[src/design/t1fr_pkg.sv]
// Shared constants, carrier types and helpers for the T1 framer.
package t1fr_pkg;

    // ==========================================================
    // Frame geometry
    localparam int FIFO_WIDTH = 8;
    localparam int FIFO_DEPTH = 8;
    localparam logic [6:0] SF_LAST_FRAME = 7'h0B;
    localparam logic [6:0] LOOP_LAST_FRAME = 7'h47;
    localparam logic [3:0] SF_LAST = 4'hB;
    localparam logic [3:0] SF_SIG_A = 4'h5;
    localparam logic [3:0] SF_SIG_B = 4'hB;
    localparam logic [4:0] LAST_SLOT = 5'h17;
    localparam logic [4:0] SYNC_SLOT = 5'h17;
    localparam logic [2:0] LAST_BIT = 3'h7;
    localparam logic [2:0] DM_MSB = 3'h6;

    // ==========================================================
    // Channel-24 layout in the data multiplex format
    localparam logic [7:0] SYNC_BYTE = 8'h1D;
    localparam logic [7:0] SYNC_MASK = 8'h9F;
    localparam logic [2:0] YEL_POS = 3'h5;
    localparam logic [2:0] DL_POS = 3'h6;
    localparam logic [2:0] RES_BIT = 3'h7;
    localparam logic [7:0] IDLE_BYTE = 8'hFF;

    // ==========================================================
    // F-bit patterns and loop-carrier link region
    localparam logic [11:0] FS_PATTERN = 12'h2A0;
    localparam logic [6:0] LINK_FIRST = 7'h0B;
    localparam logic [6:0] LINK_LAST = 7'h39;
    localparam logic [4:0] LINK_LAST_IDX = 5'h17;
    localparam logic [2:0] SPOILER_MID = 3'h2;

    // ==========================================================
    // Carriers
    typedef struct packed {
        logic [3:0] protection_switch_bits;
        logic [1:0] loop_alarm_bits;
        logic [2:0] maintenance_bits;
        logic [10:0] concentrator_bits;
    } t1fr_link_t;

    typedef struct packed {
        logic [4:0] chan;
        logic [7:0] data;
    } t1fr_chan_byte_t;

    typedef enum logic {PH_FBIT, PH_CHAN} t1fr_phase_t;

    // Link bits in send order, index 0 is the first even frame of the region
    function automatic logic [23:0] t1fr_link_vec(input t1fr_link_t l);
        t1fr_link_vec = {1'b1, l.protection_switch_bits, l.loop_alarm_bits,
                         l.maintenance_bits, SPOILER_MID, l.concentrator_bits};
    endfunction

    function automatic t1fr_link_t t1fr_link_unpack(input logic [23:0] v);
        t1fr_link_t l;
        l.concentrator_bits = v[10:0];
        l.maintenance_bits = v[16:14];
        l.loop_alarm_bits = v[18:17];
        l.protection_switch_bits = v[22:19];
        return l;
    endfunction

endpackage

[src/design/t1fr_fifo.sv]
// Parameterised valid/ready FIFO for the transmit channel bytes.
module t1fr_fifo #(
    parameter int WIDTH = 8,
    parameter int DEPTH = 8
) (
    // Clock and reset
    input wire logic clk_in,
    input wire logic srst_in,
    // Fill side
    input wire logic [WIDTH-1:0] in_data_in,
    input wire logic in_valid_in,
    output logic in_ready_out,
    // Drain side
    output logic [WIDTH-1:0] out_data_out,
    output logic out_valid_out,
    input wire logic out_ready_in
);
    localparam int AW = $clog2(DEPTH);

    logic [WIDTH-1:0] mem [DEPTH];
    logic [AW-1:0] wr_ptr_reg;
    logic [AW-1:0] rd_ptr_reg;
    logic [AW:0] count_reg;
    logic push;
    logic pop;

    // Honest flags straight from the occupancy count
    assign in_ready_out = (count_reg != (AW+1)'(DEPTH));
    assign out_valid_out = (count_reg != '0);
    assign push = in_valid_in && in_ready_out;
    assign pop = out_valid_out && out_ready_in;
    assign out_data_out = mem[rd_ptr_reg];

    // Storage, no reset needed on data
    always_ff @(posedge clk_in) begin
        if (push) begin
            mem[wr_ptr_reg] <= in_data_in;
        end
    end

    // Pointers and count
    always_ff @(posedge clk_in) begin
        if (srst_in) begin
            wr_ptr_reg <= '0;
            rd_ptr_reg <= '0;
            count_reg <= '0;
        end else begin
            if (push) begin
                wr_ptr_reg <= (wr_ptr_reg == AW'(DEPTH - 1)) ? '0 : AW'(wr_ptr_reg + 1'b1);
            end
            if (pop) begin
                rd_ptr_reg <= (rd_ptr_reg == AW'(DEPTH - 1)) ? '0 : AW'(rd_ptr_reg + 1'b1);
            end
            if (push && !pop) begin
                count_reg <= count_reg + 1'b1;
            end else if (pop && !push) begin
                count_reg <= count_reg - 1'b1;
            end
        end
    end
endmodule

[src/design/t1fr_framer.sv]
// T1 framer for the data multiplex and loop-carrier superframe formats.
// Contract
// Data multiplex: one seven-bit user byte into each of the first 23 slots.
// Data multiplex: slot 24 always carries the synchronizing byte, never user data.
// Slot 24 bits 0-4 are 1,0,1,1,1, bit 7 is 0; receiver checks it.
// Slot 24 bit 5 is yellow alarm: 0 alarm, 1 no alarm.
// Slot 24 bit 6 carries one 8 kHz data link bit per frame.
// Data multiplex uses plain 12-frame superframe F-bits.
// Data multiplex: user bits 1-7 carry data, bit 8 reserved for network.
// Host should enable no zero substitution in data multiplex format.
// Data multiplex odd F-bits 1,0,1,0,1,0; even F-bits 0,0,1,1,1,0.
// Loop carrier: 72 frames, link bits in even frames 12-58.
// Loop carrier otherwise follows 12-frame superframe F-bit pattern.
// Robbed-bit signaling replaces channel LSB every sixth frame, A then B.
// Receive extracts yellow and link bit from slot 24, flags alarm on 0.
// Receive gathers loop-carrier link bits, presents them once per multiframe.
module t1fr_framer
    import t1fr_pkg::*;
(
    // Clock and reset
    input wire logic clk_in,
    input wire logic srst_in,
    // Mode: 1 selects data multiplex, 0 loop carrier
    input wire logic data_multiplex_format_in,
    // Transmit channel bytes from the system side
    input wire logic [7:0] tx_data_in,
    input wire logic tx_valid_in,
    output logic tx_ready_out,
    // Transmit overhead
    input wire logic [23:0] tx_sig_a_in,
    input wire logic [23:0] tx_sig_b_in,
    input wire logic tx_yellow_alarm_in,
    input wire logic tx_dm_link_bit_in,
    input wire t1fr_link_t tx_link_in,
    // Transmit line side
    input wire logic tx_bit_req_in,
    output logic tx_bit_out,
    output logic tx_frame_start_out,
    // Receive line side
    input wire logic rx_bit_in,
    input wire logic rx_bit_valid_in,
    input wire logic rx_frame_sync_in,
    // Receive results
    output t1fr_chan_byte_t rx_byte_out,
    output logic rx_byte_valid_out,
    output logic rx_yellow_alarm_out,
    output logic rx_dm_link_bit_out,
    output logic rx_dm_link_valid_out,
    output logic rx_sync_error_out,
    output t1fr_link_t rx_link_out,
    output logic rx_link_valid_out
);
    // ==========================================================
    // Transmit byte buffer
    logic [7:0] fifo_data;
    logic fifo_valid, fifo_pop;
    t1fr_fifo #(
        .WIDTH(FIFO_WIDTH),
        .DEPTH(FIFO_DEPTH)
    ) u_fifo (
        .clk_in(clk_in),
        .srst_in(srst_in),
        .in_data_in(tx_data_in),
        .in_valid_in(tx_valid_in),
        .in_ready_out(tx_ready_out),
        .out_data_out(fifo_data),
        .out_valid_out(fifo_valid),
        .out_ready_in(fifo_pop)
    );
    // ==========================================================
    // Transmit position counters
    t1fr_phase_t tx_phase_reg;
    logic [6:0] tx_frame_reg, frame_last;
    logic [3:0] tx_sf_reg;
    logic [4:0] tx_slot_reg, tx_link_idx;
    logic [2:0] tx_bitpos_reg;
    logic [7:0] tx_byte_reg, tx_sync_live, tx_cur_byte;
    logic [23:0] tx_link_vec;
    logic tx_slot_start, tx_is_sync, tx_in_link, tx_link_bit, tx_rob_bit, tx_bit_next;
    // Wrap point follows the mode; a mode change settles within one multiframe
    assign frame_last = data_multiplex_format_in ? SF_LAST_FRAME : LOOP_LAST_FRAME;
    assign tx_slot_start = (tx_phase_reg == PH_CHAN) && (tx_bitpos_reg == '0);
    assign tx_is_sync = data_multiplex_format_in && (tx_slot_reg == SYNC_SLOT);
    assign tx_in_link = !data_multiplex_format_in && tx_frame_reg[0]
                        && (tx_frame_reg >= LINK_FIRST) && (tx_frame_reg <= LINK_LAST);
    assign tx_link_idx = 5'((tx_frame_reg - LINK_FIRST) >> 1);
    assign tx_link_vec = t1fr_link_vec(tx_link_in);
    assign tx_link_bit = tx_link_vec[tx_link_idx];
    assign tx_rob_bit = (tx_sf_reg == SF_SIG_A) ? tx_sig_a_in[tx_slot_reg]
                                                : tx_sig_b_in[tx_slot_reg];
    // User byte is taken only at the first bit of a user slot
    assign fifo_pop = tx_bit_req_in && tx_slot_start && !tx_is_sync && fifo_valid;

    // Live slot-24 byte so alarm and link reflect the frame being sent
    always_comb begin
        tx_sync_live = SYNC_BYTE;
        tx_sync_live[YEL_POS] = !tx_yellow_alarm_in;
        tx_sync_live[DL_POS] = tx_dm_link_bit_in;
    end
    // Byte in the current slot; empty buffer sends idle ones
    always_comb begin
        if (!tx_slot_start) begin
            tx_cur_byte = tx_byte_reg;
        end else if (tx_is_sync) begin
            tx_cur_byte = tx_sync_live;
        end else if (fifo_valid) begin
            tx_cur_byte = fifo_data;
        end else begin
            tx_cur_byte = IDLE_BYTE;
        end
    end
    // Line bit selection
    always_comb begin
        if (tx_phase_reg == PH_FBIT) begin
            if (!tx_frame_reg[0]) begin
                tx_bit_next = (tx_frame_reg[1:0] == 2'b00);
            end else if (tx_in_link) begin
                tx_bit_next = tx_link_bit;
            end else begin
                tx_bit_next = FS_PATTERN[tx_sf_reg];
            end
        end else if (tx_is_sync) begin
            tx_bit_next = tx_cur_byte[tx_bitpos_reg];
        end else if (data_multiplex_format_in) begin
            // Bit 8 kept at one: reserved for network, and helps ones density
            tx_bit_next = (tx_bitpos_reg == RES_BIT) ? 1'b1
                          : tx_cur_byte[3'(DM_MSB - tx_bitpos_reg)];
        end else if ((tx_bitpos_reg == LAST_BIT)
                     && ((tx_sf_reg == SF_SIG_A) || (tx_sf_reg == SF_SIG_B))) begin
            tx_bit_next = tx_rob_bit;
        end else begin
            tx_bit_next = tx_cur_byte[3'(LAST_BIT - tx_bitpos_reg)];
        end
    end
    // Position advance per line bit request
    always_ff @(posedge clk_in) begin
        if (srst_in) begin
            tx_phase_reg <= PH_FBIT;
            tx_frame_reg <= '0;
            tx_sf_reg <= '0;
            tx_slot_reg <= '0;
            tx_bitpos_reg <= '0;
        end else if (tx_bit_req_in) begin
            if (tx_phase_reg == PH_FBIT) begin
                tx_phase_reg <= PH_CHAN;
                tx_slot_reg <= '0;
                tx_bitpos_reg <= '0;
            end else if (tx_bitpos_reg != LAST_BIT) begin
                tx_bitpos_reg <= tx_bitpos_reg + 1'b1;
            end else if (tx_slot_reg != LAST_SLOT) begin
                tx_bitpos_reg <= '0;
                tx_slot_reg <= tx_slot_reg + 1'b1;
            end else begin
                tx_phase_reg <= PH_FBIT;
                tx_frame_reg <= (tx_frame_reg >= frame_last) ? '0 : tx_frame_reg + 1'b1;
                tx_sf_reg <= (tx_sf_reg >= SF_LAST) ? '0 : tx_sf_reg + 1'b1;
            end
        end
    end
    // Line outputs and slot byte hold
    always_ff @(posedge clk_in) begin
        if (srst_in) begin
            tx_bit_out <= 1'b1;
            tx_frame_start_out <= 1'b0;
            tx_byte_reg <= IDLE_BYTE;
        end else begin
            tx_frame_start_out <= tx_bit_req_in && (tx_phase_reg == PH_FBIT)
                                  && (tx_frame_reg == '0);
            if (tx_bit_req_in) begin
                tx_bit_out <= tx_bit_next;
                tx_byte_reg <= tx_cur_byte;
            end
        end
    end

    // ==========================================================
    // Receive position counters
    t1fr_phase_t rx_phase_reg;
    logic [6:0] rx_frame_reg, rx_shift_reg;
    logic [4:0] rx_slot_reg, rx_link_idx;
    logic [2:0] rx_bitpos_reg;
    logic [22:0] rx_shadow_reg;
    logic [7:0] rx_full, rx_rev;
    logic rx_fbit, rx_slot_done, rx_ch24_done, rx_in_link;
    assign rx_fbit = rx_frame_sync_in || (rx_phase_reg == PH_FBIT);
    assign rx_slot_done = rx_bit_valid_in && !rx_fbit && (rx_bitpos_reg == LAST_BIT);
    assign rx_ch24_done = rx_slot_done && data_multiplex_format_in
                          && (rx_slot_reg == SYNC_SLOT);
    assign rx_in_link = !data_multiplex_format_in && !rx_frame_sync_in && rx_frame_reg[0]
                        && (rx_frame_reg >= LINK_FIRST) && (rx_frame_reg <= LINK_LAST);
    assign rx_link_idx = 5'((rx_frame_reg - LINK_FIRST) >> 1);
    assign rx_full = {rx_shift_reg, rx_bit_in};

    // Slot 24 is sent bit 0 first, so flip the arrival order
    genvar g;
    generate
        for (g = 0; g < 8; g++) begin : g_rev
            assign rx_rev[g] = rx_full[7 - g];
        end
    endgenerate
    // Sync pulse forces frame 1, F-bit position, from the outside aligner
    always_ff @(posedge clk_in) begin
        if (srst_in) begin
            rx_phase_reg <= PH_FBIT;
            rx_frame_reg <= '0;
            rx_slot_reg <= '0;
            rx_bitpos_reg <= '0;
        end else if (rx_bit_valid_in) begin
            if (rx_fbit) begin
                rx_phase_reg <= PH_CHAN;
                rx_slot_reg <= '0;
                rx_bitpos_reg <= '0;
                if (rx_frame_sync_in) begin
                    rx_frame_reg <= '0;
                end
            end else if (rx_bitpos_reg != LAST_BIT) begin
                rx_bitpos_reg <= rx_bitpos_reg + 1'b1;
            end else if (rx_slot_reg != LAST_SLOT) begin
                rx_bitpos_reg <= '0;
                rx_slot_reg <= rx_slot_reg + 1'b1;
            end else begin
                rx_phase_reg <= PH_FBIT;
                rx_frame_reg <= (rx_frame_reg >= frame_last) ? '0 : rx_frame_reg + 1'b1;
            end
        end
    end
    // Channel bit shifter, first bit ends up at the top
    always_ff @(posedge clk_in) begin
        if (srst_in) begin
            rx_shift_reg <= '0;
        end else if (rx_bit_valid_in && !rx_fbit) begin
            rx_shift_reg <= rx_full[6:0];
        end
    end
    // User bytes; bit 8 is dropped in data multiplex mode
    always_ff @(posedge clk_in) begin
        if (srst_in) begin
            rx_byte_out <= '0;
            rx_byte_valid_out <= 1'b0;
        end else begin
            rx_byte_valid_out <= rx_slot_done && !rx_ch24_done;
            if (rx_slot_done && !rx_ch24_done) begin
                rx_byte_out.chan <= rx_slot_reg;
                rx_byte_out.data <= data_multiplex_format_in ? {1'b0, rx_full[7:1]}
                                                             : rx_full;
            end
        end
    end
    // Slot 24 decode: alignment check, yellow alarm, A channel
    always_ff @(posedge clk_in) begin
        if (srst_in) begin
            rx_yellow_alarm_out <= 1'b0;
            rx_dm_link_bit_out <= 1'b0;
            rx_dm_link_valid_out <= 1'b0;
            rx_sync_error_out <= 1'b0;
        end else begin
            rx_dm_link_valid_out <= rx_ch24_done;
            rx_sync_error_out <= rx_ch24_done
                                 && ((rx_rev & SYNC_MASK) != SYNC_BYTE);
            if (rx_ch24_done) begin
                rx_yellow_alarm_out <= !rx_rev[YEL_POS];
                rx_dm_link_bit_out <= rx_rev[DL_POS];
            end
        end
    end
    // Loop-carrier link collection, handed over after the last link frame
    always_ff @(posedge clk_in) begin
        if (srst_in) begin
            rx_shadow_reg <= '0;
            rx_link_out <= '0;
            rx_link_valid_out <= 1'b0;
        end else begin
            rx_link_valid_out <= 1'b0;
            if (rx_bit_valid_in && rx_fbit && rx_in_link) begin
                if (rx_link_idx == LINK_LAST_IDX) begin
                    rx_link_out <= t1fr_link_unpack({rx_bit_in, rx_shadow_reg});
                    rx_link_valid_out <= 1'b1;
                end else begin
                    rx_shadow_reg[rx_link_idx] <= rx_bit_in;
                end
            end
        end
    end
endmodule

[config.mk]
export PLATFORM = sky130hd
export DESIGN_NAME = t1fr_framer
export DESIGN_NICKNAME = d
export VERILOG_FILES = /design/src/design/t1fr_pkg.sv /design/src/design/t1fr_fifo.sv /design/src/design/t1fr_framer.sv
export SDC_FILE = /design/constraint.sdc
export NUM_CORES = 1
export LEC_CHECK = 0
export ABC_AREA = 1
export ABC_CLOCK_PERIOD_IN_PS = 2900
export BUFFER_PORTS_ARGS = -buffer_cell sky130_fd_sc_hd__buf_2
export CORE_ASPECT_RATIO = 0.7
export CORE_UTILIZATION = 35
export CTS_CLUSTER_SIZE = 28
export DETAILED_ROUTE_END_ITERATION = 12
export PLACE_DENSITY = 0.57
export RECOVER_POWER = 25
export SLEW_MARGIN = 20
export SYNTH_ARGS = -nofsm -noshare
export SYNTH_HDL_FRONTEND = slang
export SYNTH_SLANG_ARGS = --single-unit
[constraint.sdc]
create_clock -name clk_in -period 2.9 [get_ports clk_in]
set_input_delay 0.29 -clock clk_in [delete_from_list [all_inputs] [get_ports clk_in]]
set_output_delay 0.29 -clock clk_in [all_outputs]
set_load 0.02 [all_outputs]
* Word-level counts from Yosys, hierarchy flattened *
Memory sizes are Yosys's and may differ from the RTL's. A register that Yosys moved wholly into a read port is not among the register bits.
Cells that the tools add are included.

word-level totals
  memories kept = 2
  output and inout bits = 42
  register bits = 125
  word-level logic and storage cells = 209
  latch bits = 0
  input bits = 86
  memory bits (read-only) = 16
  RAM bits = 64

operators by class
  bitwise operators = 6
  div/mod/pow operators = 0
  multipliers = 0
  muxes and demuxes = 65
  add/sub/neg operators = 15
  reduce and logical (&&, ||, !) cells = 56
  equal/unequal tests = 21
  magnitude comparators = 15
  shifts and indexed selects = 0

memory list
  name             words  width  read ports  clocked after memory_dff  wr ports  RTL line            source
  u_fifo.mem       8      8      1           1                         1         t1fr_fifo.sv:20     logic [WIDTH-1:0] mem [DEPTH];
  (no name shown)  16     1      1           1                         0         t1fr_framer.sv:120  tx_bit_next = FS_PATTERN[tx_sf_reg];

operator list
  kind                                                               count
  two-way mux 7 bit                                                  7
  two-way mux 8 bit                                                  4
  two-way mux 3 bit                                                  10
  two-way mux 5 bit                                                  6
  logical AND 1 bit                                                  28
  two-way mux 1 bit                                                  25
  bitwise mux 23 bit                                                 1
  two-way mux 4 bit                                                  5
  < comparator 5 x 6 -> 1 bit, second input constant                 3
  binary-select mux 1 bit (select 5 bit)                             3
  equality test 5 bit, second input constant                         3
  adder 7 x 1 -> 7 bit, second input constant                        2
  greater-or-equal comparator 7 x 4 -> 1 bit, second input constant  2
  greater-or-equal comparator 7 bit                                  2
  less-or-equal comparator 7 x 6 -> 1 bit, second input constant     2
  adder 3 x 1 -> 3 bit, second input constant                        4
  equality test 3 bit, second input constant                         4
  < comparator 3 x 4 -> 1 bit, second input constant                 3
  subtractor 6 x 4 -> 6 bit, second input constant                   2
  adder 5 x 1 -> 5 bit, second input constant                        2
  inequality test 5 bit, second input constant                       2
  binary-select mux 1 bit (select 3 bit)                             3
  logical NOT 1 bit                                                  9
  AND reduction 3 bit                                                3
  26 further kinds                                                   43

* Longest topological paths before layout *
Gate-level depths: netlist (run 1).

  word-level depth = 10
  mapped depth = 18
  depth with buffers taken out = 18

* Hierarchy *
From an unflattened synthesis (run 1), not the netlist that was laid out.

unflattened totals
  cell total of the unflattened synthesis = 1246
  area, all modules = 9561.7 µm²

by module, submodules not included
  module       cells an instance  instances  area an instance (µm²)  seq. area each (µm²)
  t1fr_framer  937                1          6263.5                  2262.2
  t1fr_fifo    309                1          3298.2                  2182.1

* Worst setup path after synthesis (run 1) *
Ideal clock, no wire load.

  path type = register to register
  start = reg tx_bitpos_reg[0]
  end = reg u_fifo.count_reg[3]
  cell stages (with the launch flop) = 18
  setup time = 0.119 ns
  period minus slack after synthesis = 2.800 ns
  arrival time = 2.681 ns
  path slack = 0.100 ns
  data required time = 2.781 ns
  path buffers = 2
  cell sequence = dfxtp_1 > buf_2 > inv_2 > buf_2 > ha_1 > nand3_2 > nor2_4 > nand2_1 > ha_1 > inv_1 > ha_1 > and3_1 > a211oi_1 > nor2_1 > nor2_1 > nand2_1 > o21ai_0 > a21oi_1

on the way
  longest elaborated chain between the ends = 9
  elaborated cells on any way between the ends = 11
  classes of those cells = mux: 1; reduce/logical: 10

RTL lines
  what                                                     RTL line            source
  from (decl)                                              t1fr_framer.sv:76   logic [2:0] tx_bitpos_reg;
  from (signal assigned)                                   t1fr_framer.sv:149  tx_bitpos_reg <= tx_bitpos_reg + 1'b1;
  logical NOT 3 bit (*)                                    t1fr_framer.sv:82   assign tx_slot_start = (tx_phase_reg == PH_CHAN) && (tx_bitpos_reg == '0);
  logical AND 1 bit (*)                                    t1fr_framer.sv:82
  logical AND 1 bit (*) (3 in series)                      t1fr_framer.sv:92   assign fifo_pop = tx_bit_req_in && tx_slot_start && !tx_is_sync && fifo_valid;
  logical AND 1 bit (*)                                    t1fr_fifo.sv:31     assign pop = out_valid_out && out_ready_in;
  logical NOT 1 bit                                        t1fr_fifo.sv:54     if (push && !pop) begin
  logical AND 1 bit                                        t1fr_fifo.sv:54
  two-way mux 4 bit or nonzero test 2 bit (tied branches)  n/a
  to (signal assigned)                                     t1fr_fifo.sv:55     count_reg <= count_reg + 1'b1;
  to (signal assigned)                                     t1fr_fifo.sv:57     count_reg <= count_reg - 1'b1;
  to (decl)                                                t1fr_fifo.sv:23     logic [AW:0] count_reg;

Every way passes the cells marked *; elsewhere a longest branch is shown, timed or not.
A chain may end at the register's enable or synchronous reset.

* Worst setup path after layout (run 1) *
  start = reg tx_slot_reg[0]
  end = reg u_fifo.count_reg[3]

on the way
  longest elaborated chain between the ends = 9
  elaborated cells on any way between the ends = 11
  classes of those cells = eq/ne: 1; mux: 1; reduce/logical: 9

RTL lines
  what                                                     RTL line            source
  from (decl)                                              t1fr_framer.sv:75   logic [4:0] tx_slot_reg, tx_link_idx;
  from (signal assigned)                                   t1fr_framer.sv:152  tx_slot_reg <= tx_slot_reg + 1'b1;
  equality test 5 bit (*)                                  t1fr_framer.sv:83   assign tx_is_sync = data_multiplex_format_in && (tx_slot_reg == SYNC_SLOT);
  logical AND 1 bit (*)                                    t1fr_framer.sv:83
  logical NOT 1 bit (*)                                    t1fr_framer.sv:92
  logical AND 1 bit (*) (2 in series)                      t1fr_framer.sv:92
  logical AND 1 bit (*)                                    t1fr_fifo.sv:31
  logical NOT 1 bit                                        t1fr_fifo.sv:54
  logical AND 1 bit                                        t1fr_fifo.sv:54
  two-way mux 4 bit or nonzero test 2 bit (tied branches)  n/a

Marked as above.

==> metrics.md, run 1 <==
| Metric | Value |
|---|---|
| Remaining DRCs | 0 |
| Post-CTS Setup Inserts | 0 |
| Yosys top cell area share | 0.2730 |
| Max VDD drop | 0.3709 mV |
| Avg Cell Area, Syn | 8.027 um2 |
| Synthesized flop and latch total | 190 |
| Final setup violating endpoints | 0 |
| Placer Congestion | 0.8379 |
| Post-route insts no fill | 1646 |
| Critical Path Max Stage Delay | 0.32 ns |
| Fin. Hold Viols | 0 |
| P_leak | 4.589 nW |
| Chip Height | 137.9 um |
| Vias in the first global route | 7235 |
| Num rows | 49 |
| Clk sinks | 190 |
| Worst-path clk slew | 0.08 ns |
| H-tree levels | 4 |
| Most frequent CP cell | nand2_1 |
| IO Pins | 128 |
| Max reg flops | 64 |
| ANT cells | 0 |
| Via/cell ratio | 4.873 |
| Nets@finish | 1391 |
| Overflow after GRT | 0 |
| WP data required | 3.22 ns |
| Synth top area cells | dfxtp_1 (27%), edfxtp_1 (21%), nand2_1 (9.8%), nand3_1 (7.3%), nor2_1 (4.7%) |
| DP Wirelength | 16390 um |
| Crit path max-delay family | simple AND/OR/NAND/NOR gates |
| IO Port Bufs | 127 |
| Die outline area | 27060 um2 |
| Fin area | 10880 um2 |
| Worst Setup End Kind | register |
| Fmax | 383.2 MHz |
| Fin util | 0.4215 |
| Register area share after synthesis | 0.4810 |
| EDFF count, synth | 64 |
| CP Max Fanout | 5 |
| Crit path cell chain | ha_1 -> nand2_2 -> clkinv_2 -> nand3_2 -> nand2_1 -> nor2_4 -> nand2_1 -> ha_2 -> inv_2 -> ha_1 -> and3_1 -> a211oi_2 -> nor2_1 -> nor2_1 -> nand2_1 -> o21ai_1 -> a21oi_1 |
| Distinct cells, synth | 50 |
| Clock Latency Late Sink | 0.43 ns |
| Clk root buf | clkbuf_16 |
| Longest Clk Path Bufs | 2 |
| Max Slew Vio Count | 0 |
| Crit path from | tx_slot_reg[0] |
| Share of layout cells above drive strength 1 | 0.1645 |
| Dpl cells | 1614 |
| Rel. slew slack | 0.2968 |
| All-layer global routing usage | 0.1757 |
| Setup_tns | 0 ns |
| Crit path arrival time | 2.93 ns |
| P&R area growth vs syn | 17.77% |
| Number of hold buffers added after cts | 0 |
| Final wirelength | 23410 um |
| Number of detailed-route iterations in the first pass | 5 |
| Post-route minimum period | 2.610 ns |
| Reg2reg path depth | 17 |
| Power per Cell Area | 542.3 nW/um2 |
| Slew @ Worst Pin | 1.054 ns |
| Final ANT Viol Nets | 0 |
| Routed WL per cell | 14.22 um |
| Crit path launch type | register |
| Max-cap violations | 0 |
| Antenna violations before repair | 0 |
| Core Region | 25810 um2 |
| YS warnings | 0 |
| Dpl cell area | 10300 um2 |
| Initial core utilization | 0.3579 |
| CTS tree | done |
| FFs w/ async S/R, synth | 0 |
| Largest net degree at the start of global routing | 52 |
| Worst r2r src | tx_slot_reg[0] |
| Post-Syn Nets | 1266 |
| FF-to-FF End | u_fifo.count_reg[3] |
| Bufs and invs on worst path | 2 |
| Hold Crit Class | in -> reg |
| Critical Path End | u_fifo.count_reg[3] |
| Die width | 196.2 um |
| Crit-path slowest cell | dfxtp_1 |
| Status | finished clean |
| Clock buffer count from CTS | 17 |
| RSZ-0062 raised after global routing | no |
| Period utilization | 0.8999 |
| Via count | 8021 |
| Mapped cell area | 9239 um2 |
| Crit Path Category | reg -> reg |
| Skew final | 0.009164 ns |
| First-pass GRT wire length | 37500 um |
| Cells after Synth | 1151 |
| Stages on worst setup path | 17 |
| Initial DRC Count | 502 |
| Main synth FF type | dfxtp_1 |
| Setup slack, reg-to-reg | 0.29 ns |
| Total Power | 5.901 mW |
| Leading area contributor after synthesis | dfxtp_1 |
## layout make-up
type                    instances  area [um2]
clock buffers                  18       450.4
clock inverters                14       141.4
multi-input cells             804        4161
well taps                     357       446.7
inverters                     108       406.6
flip-flops and latches        190        4444
repair buffers                155       829.5
fillers                      2617       14930
## worst register-to-register path: cells and delay by family (launching register included)
| family | cells | cell delay (ns) |
|---|---|---|
| DFF | 1 | 0.32 |
| buffers and inverters | 2 | 0.17 |
| AOI/OAI and AO/OA | 3 | 0.33 |
| and+or+nand+nor | 9 | 0.93 |
| adders and majority gates | 3 | 0.74 |
## synthesized netlist by cell type (2+ instances only)
library cell	count
a211o_1	4
a211oi_1	15
a21oi_1	80
a21oi_2	2
a311oi_1	21
a31oi_1	8
and3_1	2
buf_2	14
buf_4	6
clkbuf_1	27
clkinv_1	3
dfxtp_1	126
edfxtp_1	64
ha_1	28
inv_1	95
inv_2	9
nand2_1	241
nand2_2	4
nand3_1	135
nand3_2	2
nand4_1	7
nor2_1	116
nor2_2	2
nor2_4	5
nor3_1	10
nor3b_1	2
o211ai_1	10
o21ai_0	75
o21ai_1	5
o21ai_2	3
or2_2	3
xor2_1	9
## kinds of logic (layout without fill, tap and decap cells)
kind of cell | after synthesis | in the layout | synth area share
compound gates | 228 | 228 | 0.1455
xor+xnor | 10 | 10 | 0.009481
buf+inv | 157 | 295 | 0.06907
simple gates | 536 | 536 | 0.2538
mux | 1 | 1 | 0.001083
flops | 190 | 190 | 0.4810
fa+ha+maj | 29 | 29 | 0.04009
## worst min path at each step
stage	end	slack (ns)	from	depth (start not counted)
after detailed placement	tx_byte_reg[0]	0.46	tx_byte_reg[0]	2
after global placement	tx_byte_reg[0]	0.44	tx_byte_reg[0]	2
after floorplan	u_fifo.mem[0][0]	0.39	tx_data_in[0]	0
after global routing	rx_byte_out[0]	0.12	rx_bit_in	3
after CTS	u_fifo.mem[4][5]	0.11	tx_data_in[5]	1
final	rx_byte_out[0]	0.13	rx_bit_in	3
## per-layer routing
metal | wire length (um) | GRT usage | up-vias
met5 | 0 | 0 | -
met4 | 243 | 0.04514 | 0
met3 | 1055 | 0.03186 | 16
met2 | 9728 | 0.2669 | 182
met1 | 12380 | 0.2561 | 3648
li1 | - | - | 4175
## cell usage in the layout, fill, tap and decap left out, drive strengths merged, types with 15 or more instances in the layout
cell type	instances
nand2	245
a21oi	82
nand3	138
nor2	123
dfxtp	126
buf	144
clkbuf	29
o21ai	83
ha	28
inv	114
edfxtp	64
a311oi	21
a211oi	15
## through the flow
stage          worst slack (ns)  hold slack [ns]
6_report                 0.2904           0.1316
5_1_grt                 0.02538           0.1228
2_1_floorplan           0.09964           0.3889
4_1_cts                  0.1376           0.1129
3_3_place_gp             0.1522           0.4425
3_5_place_dp             0.1478           0.4557
## what timing repair did
action	CTS	global route
setup endpoints to repair	0	1
hold endpoints to repair	0	0
gates resized for setup	0	4
## where the power goes
part	total [mW]	internal [mW]	switching [mW]
clock	2.35	1.20	1.15
combinational	0.668	0.236	0.432
sequential	2.88	2.84	0.0442
Note: power is estimated with default switching activity, not from simulation.
==> inputs of run 2 (changes only) <==
ABC_AREA = 0   (was 1)
==> run 2 against run 1 <==
  * Sequential cell count is the same
  * Die area grew 0.12%
  * Combinational power grew 19%
  * Clock power grew 4%
  * Wire length shrank 5.5%
  * Critical endpoint unchanged
==> metrics.md, run 2 <==
| Metric | Value |
|---|---|
| Synth top area cells | dfxtp_1 (27%), edfxtp_1 (21%), mux4_2 (8.5%), mux2i_1 (5.2%), nor2_1 (4.7%) |
| Fin area | 11010 um2 (+1.2%) |
| Clk root buf | clkbuf_16 |
| Period utilization | 0.9388 (+0.03897) |
| Die width | 196.3 um (about the same) |
| FFs w/ async S/R, synth | 0 (unchanged) |
| YS warnings | 0 (unchanged) |
| Antenna violations before repair | 0 (unchanged) |
| Avg Cell Area, Syn | 10.52 um2 (+31%) |
| Max Slew Vio Count | 0 (unchanged) |
| Worst r2r src | tx_slot_reg[0] |
| Dpl cell area | 10410 um2 (+1.1%) |
| Mapped cell area | 9250 um2 (+0.12%) |
| Final setup violating endpoints | 0 (unchanged) |
| DP Wirelength | 15740 um (-4.0%) |
| Hold depth | 1 (-2) |
| Slew @ Worst Pin | 0.7515 ns (-0.3022 ns) |
| Max reg flops | 64 (unchanged) |
| Routed WL per cell | 16.03 um (+13%) |
| Power per Cell Area | 558.9 nW/um2 (+3.1%) |
| Post-route minimum period | 2.723 ns (+0.1130 ns) |
| Hold path endpoint | u_fifo.mem[4][6] |
| Crit-path slowest cell | dfxtp_1 |
| Max VDD drop | 0.4624 mV (+25%) |
| Crit path launch type | register |
| P&R area growth vs syn | 19.04% |
| Worst-path clk slew | 0.07 ns (about the same) |
| ANT cells | 0 (unchanged) |
| Core Region | 25810 um2 (unchanged) |
| FILL cells | 2517 (-3.8%) |
| CP Max Fanout | 6 (+1) |
| Critical Path Max Stage Delay | 0.32 ns (about the same) |
| Crit path cell chain | ha_2 -> and4b_2 -> a221oi_4 -> nand2_2 -> ha_2 -> inv_1 -> ha_1 -> a21o_1 -> a21oi_2 -> xnor2_1 -> or3_1 -> a21oi_1 |
| EDFF count, synth | 64 (unchanged) |
| Max-cap violations | 0 (unchanged) |
| Setup slack, reg-to-reg | 0.18 ns (-0.11 ns) |
| Worst Setup End Kind | register |
| Nets@finish | 1124 (-19%) |
| Longest Clk Path Bufs | 2 (unchanged) |
| Yosys top cell area share | 0.2727 (-0.0003324) |
| FF-to-FF End | u_fifo.count_reg[3] |
| Chip Height | 138.0 um (about the same) |
| Initial core utilization | 0.3584 (+0.0004363) |
| Commonest cells in the synthesized netlist | dfxtp_1 (126), nor2_1 (116), nand2_1 (81), a21oi_1 (64), edfxtp_1 (64) |
| Post-Syn Nets | 994 (-21%) |
| Register area share after synthesis | 0.4805 (-0.0005856) |
| Hold Crit Class | in -> reg |
| Leading area contributor after synthesis | dfxtp_1 |
| Post-CTS Setup Inserts | 0 (unchanged) |
| Clk sinks | 190 (unchanged) |
| Num rows | 49 (unchanged) |
| Final ANT Viol Nets | 0 (unchanged) |
| Largest net degree at the start of global routing | 69 (+33%) |
| Rel. slew slack | 0.4990 (+0.2023) |
| Most frequent CP cell | ha_2 |
| Most frequent cells in the layout | dfxtp_1 (126), nor2_1 (116), buf_2 (109) |
| Share of layout cells above drive strength 1 | 0.2319 (+0.06743) |
| Via/cell ratio | 5.091 (+4.5%) |
| Reg2reg path depth | 12 (-5) |
| Clock Latency Late Sink | 0.45 ns (+0.02 ns) |
| Number of detailed-route iterations in the first pass | 4 (-1) |
| Via count | 7020 (-12%) |
| Skew final | 0.01500 ns (+0.005837 ns) |
| Commonest non-fill, non-tap cell in the layout | dfxtp_1 |
| Fmax | 367.3 MHz (-4.2%) |
| Clock buffer count from CTS | 17 (unchanged) |
| Vias in the first global route | 6703 (-7.4%) |
| WP data required | 3.26 ns (+0.04 ns) |
| First-pass GRT wire length | 35800 um (-4.5%) |
| Crit path arrival time | 3.09 ns (+0.16 ns) |
| Worst Hold Launch | tx_data_in[6] |
| IO Port Bufs | 127 (unchanged) |
| Distinct cells, synth | 72 (+44%) |
| Overflow after GRT | 0 (unchanged) |
| Fin Hold WS | 0.2085 ns (+0.07686 ns) |
| H-tree levels | 4 (unchanged) |
| Status | finished clean |
| Final wirelength | 22110 um (-5.5%) |
| Remaining DRCs | 0 (unchanged) |
| Cells after Synth | 879 (-24%) |
| Number of hold buffers added after cts | 0 (unchanged) |
| Crit Path Category | reg -> reg |
| Initial DRC Count | 426 (-15%) |
| IO Pins | 128 (unchanged) |
| Placer Congestion | 0.8426 (+0.56%) |
| Fin. Hold Viols | 0 (unchanged) |
| All-layer global routing usage | 0.1677 (-0.008003) |
| Most repeated cell in the gate-level netlist after synthesis | dfxtp_1 |
| P_leak | 4.260 nW (-7.2%) |
| Synthesized flop and latch total | 190 (unchanged) |
| Fin util | 0.4266 (+0.005090) |
| Main synth FF type | dfxtp_1 |
| Die outline area | 27090 um2 (+0.12%) |
| CTS tree | done |
[run 2: changes by cell type in the layout (fill, tap and decap cells not counted), sizes merged, moves of 9 or more]
cell	delta
nand2	-164
nand3	-107
inv	-85
o21ai	-69
mux2i	+48
mux4	+37
a311oi	-20
a21oi	-16
xnor2	+14
nand2b	+12
nor3	+9
[run 2: repair_timing]
item | CTS | global route
setup endpoints to repair | 0 | 1
gates resized for setup | 0 | 4
endpoints found under the hold margin | 0 | 0
[run 2: critical path: cells and delay by family, from the launching register on]
kind	cells	cell delay [ns]
buffers and inverters	1	0.11
AOI/OAI and AO/OA	4	0.73
and+or+nand+nor	3	0.74
DFF	1	0.32
adders and majority gates	3	0.66
xor gates and xnor gates	1	0.08
[run 2: layout make-up]
type | instances | area [um2] | share of cell area
Tap cell | 357 | 446.7 | 0.04056
Timing Repair Buffer | 165 | 914.6 | 0.08306
Sequential cell | 190 | 4444 | 0.4036
Clock buffer | 17 | 425.4 | 0.03863
Clock inverter | 15 | 187.7 | 0.01704
Multi-Input combinational cell | 615 | 4513 | 0.4098
Inverter | 20 | 80.08 | 0.007272
[run 2: how the worst max path moves through the flow]
stage / from / to / depth (start not counted)
2_1_floorplan: tx_bitpos_reg[0] / u_fifo.count_reg[3] / 15
3_3_place_gp: tx_slot_reg[0] / u_fifo.count_reg[3] / 12
3_5_place_dp: tx_slot_reg[0] / u_fifo.count_reg[3] / 12
4_1_cts: tx_slot_reg[0] / u_fifo.count_reg[3] / 12
5_1_grt: tx_slot_reg[0] / u_fifo.count_reg[3] / 12
6_report: tx_slot_reg[0] / u_fifo.count_reg[3] / 12
[run 2: kinds of logic (layout without fill, tap and decap cells)]
| group | after synthesis | in the layout | share of synthesized area |
|---|---|---|---|
| and+or+nand+nor | 313 | 313 | 0.1566 |
| DFF | 190 | 190 | 0.4805 |
| AOI/OAI and AO/OA | 152 | 152 | 0.1094 |
| muxes | 91 | 91 | 0.1514 |
| buffers and inverters | 74 | 217 | 0.03368 |
| xor gates and xnor gates | 30 | 30 | 0.02841 |
| adders and majority gates | 29 | 29 | 0.04004 |
[run 2: where the power goes]
part           switching [mW]  internal (mW)
clock network            1.13           1.32
registers              0.0646           2.84
logic                   0.427          0.371
total                    1.62           4.53
[run 2: through the flow]
stage               setup WS, ns  std cells    TNS, ns  power, mW
floorplan                0.03036        879          0      3.503
global placement          0.1357       1347          0      3.756
detailed placement        0.1085       1347          0      3.762
CTS                      0.08125       1379          0      6.215
global route           -0.002165       1379  -0.002165      6.423
finish                    0.1774       1379          0      6.154
[run 2: routing by layer]
layer  routed length, um  up-vias  global-route usage  part of all wire
li1                    -     3480                   -                 -
met1               11590     3365              0.2493              0.52
met2                9012      160              0.2395              0.41
met3                1316       15             0.04294             0.060
met4                 195        0             0.04400            0.0088
met5                   0        -                   0                 0
